<file path="src/verilog/lmc_pkg.sv">
package lmc_pkg;

    // Register byte addresses on the host configuration port.
    localparam logic [7:0] LMC_ADDR_MODE = 8'h20;
    localparam logic [7:0] LMC_ADDR_TERM = 8'h32;
    localparam logic [7:0] LMC_ADDR_LINE = 8'h40;
    localparam logic [7:0] LMC_ADDR_STAT = 8'h41;

    // carrier_and_format_select fields.
    localparam int LMC_MODE_FAMILY_BIT = 0;
    localparam int LMC_MODE_REGION_BIT = 1;
    localparam int LMC_MODE_FMT_LSB = 2;
    localparam logic [7:0] LMC_MODE_MASK = 8'h0F;
    localparam logic [7:0] LMC_MODE_RST = 8'h00;

    // Receive termination field.
    localparam int LMC_TERM_EXT_BIT = 2;
    localparam int LMC_TERM_SEL_LSB = 0;
    localparam logic [7:0] LMC_TERM_MASK = 8'h07;
    localparam logic [7:0] LMC_TERM_RST = 8'h00;

    // Line code and system side options.
    localparam int LMC_LINE_AMI_BIT = 0;
    localparam int LMC_LINE_BPV_BIT = 1;
    localparam int LMC_LINE_RATE_BIT = 2;
    localparam int LMC_LINE_BUS_BIT = 3;
    localparam logic [7:0] LMC_LINE_MASK = 8'h0F;
    localparam logic [7:0] LMC_LINE_RST = 8'h00;

    // Read-only status fields.
    localparam int LMC_STAT_FAM_LSB = 0;
    localparam int LMC_STAT_FMT_LSB = 2;
    localparam int LMC_STAT_RSVD_BIT = 5;
    localparam int LMC_STAT_INTM_BIT = 6;

    // Frame format field codes.
    localparam logic [1:0] LMC_FMT_SF = 2'h0;
    localparam logic [1:0] LMC_FMT_ESF = 2'h1;
    localparam logic [1:0] LMC_FMT_DM = 2'h2;
    localparam logic [1:0] LMC_FMT_SLC96 = 2'h3;

    // Status encoding of the family.
    localparam logic [1:0] LMC_FAM_CODE_E1 = 2'h0;
    localparam logic [1:0] LMC_FAM_CODE_T1 = 2'h1;
    localparam logic [1:0] LMC_FAM_CODE_J1 = 2'h2;

    // Synchroniser idle value: strobes high, address and data zero.
    localparam logic [18:0] LMC_PIN_IDLE = 19'h70000;

    typedef enum logic [1:0] {LMC_E1, LMC_T1, LMC_J1} lmc_family_t;
    typedef enum logic [2:0] {LMC_FR_NONE, LMC_FR_SF, LMC_FR_ESF, LMC_FR_DM, LMC_FR_SLC96} lmc_frame_t;
    typedef enum logic [1:0] {LMC_CODE_AMI, LMC_CODE_B8ZS, LMC_CODE_HDB3} lmc_code_t;

endpackage

</file>
<file path="src/verilog/lmc_sync2.sv">
`timescale 1ns/10ps
module lmc_sync2 #(
    parameter int WIDTH = 1,
    parameter logic [WIDTH-1:0] RESET_VAL = '0
) (
    input wire logic clk,
    input wire logic rst_n,
    input wire logic [WIDTH-1:0] d,
    output logic [WIDTH-1:0] q
);

    logic [WIDTH-1:0] meta_reg;
    logic [WIDTH-1:0] meta_next;
    logic [WIDTH-1:0] q_reg;
    logic [WIDTH-1:0] q_next;

    always_comb begin
        meta_next = d;
        q_next = meta_reg;
    end

    always_ff @(posedge clk) begin
        if (!rst_n) begin
            meta_reg <= RESET_VAL;
            q_reg <= RESET_VAL;
        end else begin
            meta_reg <= meta_next;
            q_reg <= q_next;
        end
    end

    assign q = q_reg;

endmodule // lmc_sync2

</file>
<file path="src/verilog/lmc_line_mode_config.sv">
// Notes on behaviour
// - Mode comes only from family, region, format.
// - T1: format selects SF, ESF, DM, SLC-96.
// - J1: only SF and ESF formats.
// - Family zero means E1; others ignored.
// - Termination upper bit clear enables internal matching.
// - Lower termination bits pick 100/110/75/120 ohm.
// - Termination upper bit set means external resistors.
// - Termination field lives at address 032h.
// - Decode B8ZS for REGION_VARIANT_SELECT, HDB3 E1, or AMI.
// - Bipolar violation insertion only under AMI.
// - REGION_VARIANT_SELECT rate conversion; any mode 8.192 bus.
`timescale 1ns/10ps
module lmc_line_mode_config
    import lmc_pkg::*;
(
    input wire logic clk,
    input wire logic rst_n,
    input wire logic host_cs_n,
    input wire logic host_wr_n,
    input wire logic host_rd_n,
    input wire logic [7:0] host_addr,
    input wire logic [7:0] host_data_in,
    output logic [7:0] host_data_out,
    output logic host_data_oe_n,
    output lmc_family_t family,
    output lmc_frame_t frame_format,
    output logic fmt_reserved,
    output logic int_match_en,
    output logic [1:0] term_ohms_sel,
    output lmc_code_t rx_line_code,
    output lmc_code_t tx_line_code,
    output logic tx_bpv_insert_en,
    output logic rate_convert_en,
    output logic bus_mux_en
);

    // Family decode from the carrier and region bits, shared by outputs and status.
    function automatic lmc_family_t family_of(input logic [7:0] mode);
        if (!mode[LMC_MODE_FAMILY_BIT]) begin
            family_of = LMC_E1;
        end else if (mode[LMC_MODE_REGION_BIT]) begin
            family_of = LMC_J1;
        end else begin
            family_of = LMC_T1;
        end
    endfunction

    function automatic logic [1:0] family_code(input lmc_family_t fam);
        case (fam)
            LMC_T1: family_code = LMC_FAM_CODE_T1;
            LMC_J1: family_code = LMC_FAM_CODE_J1;
            default: family_code = LMC_FAM_CODE_E1;
        endcase
    endfunction

    // One address decode serves the write and the read side, so the two can
    // never disagree about which register a byte address names.
    typedef enum logic [2:0] {LMC_SEL_NONE, LMC_SEL_MODE, LMC_SEL_TERM, LMC_SEL_LINE, LMC_SEL_STAT} lmc_sel_t;

    function automatic lmc_sel_t reg_sel(input logic [7:0] addr);
        case (addr)
            LMC_ADDR_MODE: reg_sel = LMC_SEL_MODE;
            LMC_ADDR_TERM: reg_sel = LMC_SEL_TERM;
            LMC_ADDR_LINE: reg_sel = LMC_SEL_LINE;
            LMC_ADDR_STAT: reg_sel = LMC_SEL_STAT;
            default: reg_sel = LMC_SEL_NONE;
        endcase
    endfunction

    // Receive and transmit take one line-code choice, so the two directions
    // can never run different rules; AMI overrides the family default.
    function automatic lmc_code_t code_of(input logic ami, input lmc_family_t fam);
        if (ami) begin
            code_of = LMC_CODE_AMI;
        end else if (fam == LMC_E1) begin
            code_of = LMC_CODE_HDB3;
        end else begin
            code_of = LMC_CODE_B8ZS;
        end
    endfunction

    // Host pins are asynchronous, so every one passes two flops first.
    logic [18:0] pin_raw;
    logic [18:0] pin_sync;
    logic cs_s;
    logic wr_s;
    logic rd_s;
    logic [7:0] addr_s;
    logic [7:0] data_s;

    assign pin_raw = {host_cs_n, host_wr_n, host_rd_n, host_addr, host_data_in};

    // The synchroniser resets to the idle pin levels, so the write edge detector
    // sees no false rising strobe straight after reset.
    lmc_sync2 #(
        .WIDTH(19),
        .RESET_VAL(LMC_PIN_IDLE)
    ) u_pin_sync (
        .clk(clk),
        .rst_n(rst_n),
        .d(pin_raw),
        .q(pin_sync)
    );

    assign cs_s = pin_sync[18];
    assign wr_s = pin_sync[17];
    assign rd_s = pin_sync[16];
    assign addr_s = pin_sync[15:8];
    assign data_s = pin_sync[7:0];

    // Register file group.
    logic wr_prev_reg;
    logic wr_prev_next;
    logic [7:0] mode_reg;
    logic [7:0] mode_next;
    logic [7:0] term_reg;
    logic [7:0] term_next;
    logic [7:0] line_reg;
    logic [7:0] line_next;
    logic wr_commit;

    // A write lands on the rising edge of the write strobe, so the address and
    // data the host holds across the whole strobe are the ones taken.
    always_comb begin
        wr_prev_next = wr_s;
        wr_commit = !cs_s && wr_s && !wr_prev_reg;
        mode_next = mode_reg;
        term_next = term_reg;
        line_next = line_reg;
        if (wr_commit) begin
            case (reg_sel(addr_s))
                LMC_SEL_MODE: mode_next = data_s & LMC_MODE_MASK;
                LMC_SEL_TERM: term_next = data_s & LMC_TERM_MASK;
                LMC_SEL_LINE: line_next = data_s & LMC_LINE_MASK;
                default: ;
            endcase
        end
    end

    // All control fields reset to zero: E1, internal matching at 100 ohm and the
    // family's own line code, which is the safest state for an unconfigured line.
    always_ff @(posedge clk) begin
        if (!rst_n) begin
            wr_prev_reg <= 1'b1;
            mode_reg <= LMC_MODE_RST;
            term_reg <= LMC_TERM_RST;
            line_reg <= LMC_LINE_RST;
        end else begin
            wr_prev_reg <= wr_prev_next;
            mode_reg <= mode_next;
            term_reg <= term_next;
            line_reg <= line_next;
        end
    end

    // Decoded configuration group.
    lmc_family_t family_reg;
    lmc_family_t family_next;
    lmc_frame_t frame_reg;
    lmc_frame_t frame_next;
    logic rsvd_reg;
    logic rsvd_next;
    logic intm_reg;
    logic intm_next;
    logic [1:0] ohms_reg;
    logic [1:0] ohms_next;
    lmc_code_t rx_code_reg;
    lmc_code_t rx_code_next;
    lmc_code_t tx_code_reg;
    lmc_code_t tx_code_next;
    logic bpv_reg;
    logic bpv_next;
    logic rate_reg;
    logic rate_next;
    logic bus_reg;
    logic bus_next;
    logic [1:0] fmt_field;
    logic ami_sel;

    always_comb begin
        fmt_field = mode_reg[LMC_MODE_FMT_LSB +: 2];
        ami_sel = line_reg[LMC_LINE_AMI_BIT];
        family_next = family_of(mode_reg);
        frame_next = LMC_FR_NONE;
        rsvd_next = 1'b0;
        // The format field only has meaning once the family is known, so frame
        // decode follows the family choice rather than the raw bits.
        case (family_next)
            LMC_T1: begin
                case (fmt_field)
                    LMC_FMT_SF: frame_next = LMC_FR_SF;
                    LMC_FMT_ESF: frame_next = LMC_FR_ESF;
                    LMC_FMT_DM: frame_next = LMC_FR_DM;
                    default: frame_next = LMC_FR_SLC96;
                endcase
            end
            LMC_J1: begin
                // Reserved formats leave the framer idle rather than guess a format.
                case (fmt_field)
                    LMC_FMT_SF: frame_next = LMC_FR_SF;
                    LMC_FMT_ESF: frame_next = LMC_FR_ESF;
                    default: rsvd_next = 1'b1;
                endcase
            end
            default: frame_next = LMC_FR_NONE;
        endcase
        // The resistor select passes through even with external matching, so
        // software can stage a value before it turns internal matching on.
        intm_next = !term_reg[LMC_TERM_EXT_BIT];
        ohms_next = term_reg[LMC_TERM_SEL_LSB +: 2];
        rx_code_next = code_of(ami_sel, family_next);
        tx_code_next = code_of(ami_sel, family_next);
        // Violation insertion is gated by AMI here, so a stale insert bit cannot
        // corrupt a B8ZS or HDB3 line after software changes the line code.
        bpv_next = ami_sel && line_reg[LMC_LINE_BPV_BIT];
        // Rate conversion means nothing on an E1 stream, so it is forced off there;
        // the bus multiplexer works in every family.
        rate_next = line_reg[LMC_LINE_RATE_BIT] && (family_next != LMC_E1);
        bus_next = line_reg[LMC_LINE_BUS_BIT];
    end

    always_ff @(posedge clk) begin
        if (!rst_n) begin
            family_reg <= LMC_E1;
            frame_reg <= LMC_FR_NONE;
            rsvd_reg <= 1'b0;
            intm_reg <= 1'b1;
            ohms_reg <= 2'h0;
            rx_code_reg <= LMC_CODE_HDB3;
            tx_code_reg <= LMC_CODE_HDB3;
            bpv_reg <= 1'b0;
            rate_reg <= 1'b0;
            bus_reg <= 1'b0;
        end else begin
            family_reg <= family_next;
            frame_reg <= frame_next;
            rsvd_reg <= rsvd_next;
            intm_reg <= intm_next;
            ohms_reg <= ohms_next;
            rx_code_reg <= rx_code_next;
            tx_code_reg <= tx_code_next;
            bpv_reg <= bpv_next;
            rate_reg <= rate_next;
            bus_reg <= bus_next;
        end
    end

    // Read port group. Family and format bits of the status come straight from the
    // mode register, while the reserved and matching bits come from the decode stage,
    // so a read in the cycle right after a write may see them one clock apart.
    logic [7:0] rdata_reg;
    logic [7:0] rdata_next;
    logic oe_n_reg;
    logic oe_n_next;
    logic [7:0] stat_word;

    always_comb begin
        stat_word = 8'h00;
        stat_word[LMC_STAT_FAM_LSB +: 2] = family_code(family_of(mode_reg));
        stat_word[LMC_STAT_FMT_LSB +: 2] = mode_reg[LMC_MODE_FMT_LSB +: 2];
        stat_word[LMC_STAT_RSVD_BIT] = rsvd_reg;
        stat_word[LMC_STAT_INTM_BIT] = intm_reg;
        oe_n_next = !(!cs_s && !rd_s);
        rdata_next = 8'h00;
        if (!oe_n_next) begin
            case (reg_sel(addr_s))
                LMC_SEL_MODE: rdata_next = mode_reg;
                LMC_SEL_TERM: rdata_next = term_reg;
                LMC_SEL_LINE: rdata_next = line_reg;
                LMC_SEL_STAT: rdata_next = stat_word;
                default: rdata_next = 8'h00;
            endcase
        end
    end

    always_ff @(posedge clk) begin
        if (!rst_n) begin
            rdata_reg <= 8'h00;
            oe_n_reg <= 1'b1;
        end else begin
            rdata_reg <= rdata_next;
            oe_n_reg <= oe_n_next;
        end
    end

    assign host_data_out = rdata_reg;
    assign host_data_oe_n = oe_n_reg;
    assign family = family_reg;
    assign frame_format = frame_reg;
    assign fmt_reserved = rsvd_reg;
    assign int_match_en = intm_reg;
    assign term_ohms_sel = ohms_reg;
    assign rx_line_code = rx_code_reg;
    assign tx_line_code = tx_code_reg;
    assign tx_bpv_insert_en = bpv_reg;
    assign rate_convert_en = rate_reg;
    assign bus_mux_en = bus_reg;

endmodule // lmc_line_mode_config

</file>
<file path="config.mk">
export PLATFORM = sky130hd
export DESIGN_NAME = lmc_line_mode_config
export DESIGN_NICKNAME = d
export VERILOG_FILES = /design/src/verilog/lmc_pkg.sv /design/src/verilog/lmc_sync2.sv /design/src/verilog/lmc_line_mode_config.sv
export SDC_FILE = /design/constraint.sdc
export NUM_CORES = 1
export LEC_CHECK = 0
export BUFFER_PORTS_ARGS = -buffer_cell sky130_fd_sc_hd__buf_2
export CAP_MARGIN = 20
export CELL_PAD_IN_SITES_DETAIL_PLACEMENT = 1
export CELL_PAD_IN_SITES_GLOBAL_PLACEMENT = 1
export CORE_AREA = 2 2 76 78
export DETAILED_ROUTE_END_ITERATION = 8
export DIE_AREA = 0 0 78 80
export PLACE_DENSITY_LB_ADDON = 0.1
export SYNTH_ARGS = -nofsm -noshare
export SYNTH_HDL_FRONTEND = slang
export SYNTH_SLANG_ARGS = --single-unit
</file>
<file path="constraint.sdc">
create_clock -name clk -period 1.65 [get_ports clk]
set_clock_uncertainty 0.1 [all_clocks]
set_input_delay 0.33 -clock clk [delete_from_list [all_inputs] [get_ports clk]]
set_output_delay 0.33 -clock clk [all_outputs]
set_load 0.05 [all_outputs]
</file>
==> flow_summary.yaml <==
status:
  status: "finished clean"
clock_network:
  htreeDepth: 3
  cts_hold_buf: 0
  cts_tree: "done"
  cts_buffers: 9
  clk_pin_slew_ns: 0.06
  insertion_delay_ns: 0.33
  cts_root_buf: "clkbuf_8"
  clock_path_buffers: 2
  cts_sinks: 63
route:
  antenna_left: 0
  drc: 0
  dr.first_iter.drc_count: 58
  wl_per_cell_microns: 13.31
  vias: 1477
  avgViaCountPerCell: 4.645
  drt_wl_total_mm: 4.232
  drtPass1Iterations: 4
power_and_ir_drop:
  p_leak_nw: 1.180
  pwr-share-seq: 0.561
  ir_worst_vdd_v: 0.0004748
  p_int_mw: 2.191
  comb_power_share: 0.041
  clkPwrFrac: 0.397
  p_sw_mw: 0.6170
  p_per_area_nw_per_um2: 1066
  swShare: 0.2198
worst_setup_path:
  crit_type: "flop to flop"
  critPathMaxFanout: 5
  crit_chain: "or3b_2 -> o22ai_2 -> nand3_2 -> nor3_2"
  critPathMaxStageDelay_ns: 0.49
  worstPathArrival_ns: 1.71
  crit_path_top_delay_cell: "or3b_2"
  crit_path_start_kind: "flop"
  cp-end-kind: "flop"
  critPathRequiredTime_ns: 1.81
floorplan:
  die_y_microns: 80
  die_w_microns: 78
  die_area_sq_um: 6240
  core-area_sq_um: 5405
  io_pins: 46
  start_util: 0.3928
  num_rows: 27
placement:
  dpl.hpwl_mm: 3.058
  placed_area_sq_um: 2439
  portBuffers: 39
  gp_congestion: 0.8284
global_route:
  grt_max_degree: 51
  antenna_found_initial: 0
  first_global_vias: 1547
  overflow: 0
  grt_pass1_wl_mm: 7.162
  grt_usage: 0.1539
yosys:
  ys_ff_latch: 63
  yosysSeqAreaShare: 0.5940
  synth_warnings: 0
  syn_avg_cell_area_sq_um: 11.18
  syn_area_sq_um: 2123
  synth_cell_types: 30
  syn-instance-count: 190
final_layout:
  final_cell_mix: "dfxtp_1 (63), buf_2 (39), and2_1 (29)"
  final_common_cell: "dfxtp_1"
  num-nets-final: 267
  area_delta_synth_final_pct: 24.04
  drive_gt1_frac: 0.2927
  fin_area_sq_um: 2634
  diodes: 0
timing:
  setup_viol: 0
  final_max_slew_viol_count: 0
  finalCritPeriodShare: 0.9359
  tns_ns: 0
  fin_crit_ns: 1.544
  hold_violations: 0
  fmax_mhz: 647.5
  rsz0062_at_grt: "no"
worst_hold_path:
  hp-class: "primary input to flop"
flow_run:
  drv_cap: 0
## synth_stat cells (all sizes together)
cell / count / area [sq um]
a32oi: 3 / 26.28
nand3: 3 / 15.01
a21oi: 4 / 20.02
xor2: 1 / 8.760
o21ai: 2 / 10.01
nor2b: 11 / 68.82
nand2b: 8 / 50.05
ha: 4 / 50.05
nand2: 5 / 18.77
or2: 1 / 6.260
nand4: 2 / 12.51
nor3b: 2 / 15.01
clkbuf: 5 / 18.77
a22oi: 1 / 7.510
and3: 5 / 31.28
nor4: 2 / 27.53
nor2: 7 / 26.28
or3b: 1 / 8.760
and2: 29 / 181.4
a211oi: 1 / 7.510
nor3: 2 / 10.01
o22ai: 1 / 6.260
buf: 4 / 30.03
dfxtp: 63 / 1261
conb: 1 / 3.750
mux2i: 12 / 120.1
a22o: 2 / 17.52
inv: 5 / 18.77
nor4b: 3 / 45.04
## through the flow
stage | cells | hold WS (ns) | power [mW] | setup WS, ns | util
2_1_floorplan | 191 | 0.2703 | 1.678 | 0.1914 | -
5_1_grt | 318 | 0.06551 | 2.934 | 0.0007204 | 0.4873
4_1_cts | 318 | 0.06272 | 2.840 | 0.0006798 | 0.4817
3_3_place_gp | 303 | 0.2945 | 1.713 | 0.1097 | 0.4512
3_5_place_dp | 303 | 0.2938 | 1.721 | 0.02355 | 0.4512
6_report | 318 | 0.07436 | 2.808 | 0.1057 | 0.4873
## logic make-up (layout without fill, tap and decap cells)
| kind of cell | Yosys count | after routing | share of synthesized area |
|---|---|---|---|
| simple gates | 81 | 81 | 0.2434 |
| flops | 63 | 63 | 0.5940 |
| compound gates | 14 | 14 | 0.04479 |
| buf+inv | 14 | 69 | 0.03182 |
| mux | 12 | 12 | 0.05657 |
| fa+ha+maj | 4 | 4 | 0.02357 |
| other cells | 1 | 2 | 0.001766 |
| xor+xnor | 1 | 1 | 0.004126 |
## power by group through the flow
| stage | clock (mW) | combinational (mW) | sequential, mW |
|---|---|---|---|
| floorplan | 0 | 0.0743 | 1.60 |
| global placement | 0 | 0.107 | 1.61 |
| detailed placement | 0 | 0.113 | 1.61 |
| CTS | 1.15 | 0.114 | 1.57 |
| global route | 1.23 | 0.131 | 1.58 |
| finish | 1.12 | 0.116 | 1.58 |
## area by class of cell
type                       count  area (sq um)
clock buffer                  12         145.1
clock inverter                 3         20.02
fill                         631          2771
inverter                       5         18.77
multi-input combinational    114         828.3
sequential                    63          1261
tap                           72         90.09
timing repair buffer          49         270.3
## timing repair
action | in CTS | in global routing
endpoints found under the setup margin | 0 | 12
buffers inserted | 0 | 0
resized for setup | 0 | 5
## per-layer routing
layer | GRT usage | share of wire
met5 | 0 | 0
met4 | 0.09474 | 0.025
met3 | 0.04186 | 0.051
met2 | 0.2716 | 0.50
met1 | 0.1633 | 0.43
## critical path: cells and delay by family (launching register included)
kind / cells / cell delay [ns]
AOI/OAI and AO/OA: 1 / 0.19
DFF: 1 / 0.37
and+or+nand+nor: 3 / 0.82
## worst paths after layout
| path | to | slack [ns] | from | cells past startpoint |
|---|---|---|---|---|
| worst max-delay path | host_data_out[3] | 0.11 | u_pin_sync.q[8] | 4 |
| worst min-delay path | u_pin_sync.meta_reg[17] | 0.07 | host_wr_n | 2 |
| worst max register to register | host_data_out[3] | 0.11 | u_pin_sync.q[8] | 4 |
| worst min register to register | u_pin_sync.q[17] | 0.31 | u_pin_sync.meta_reg[17] | 1 |
Note: power is estimated with default switching activity, not from simulation.
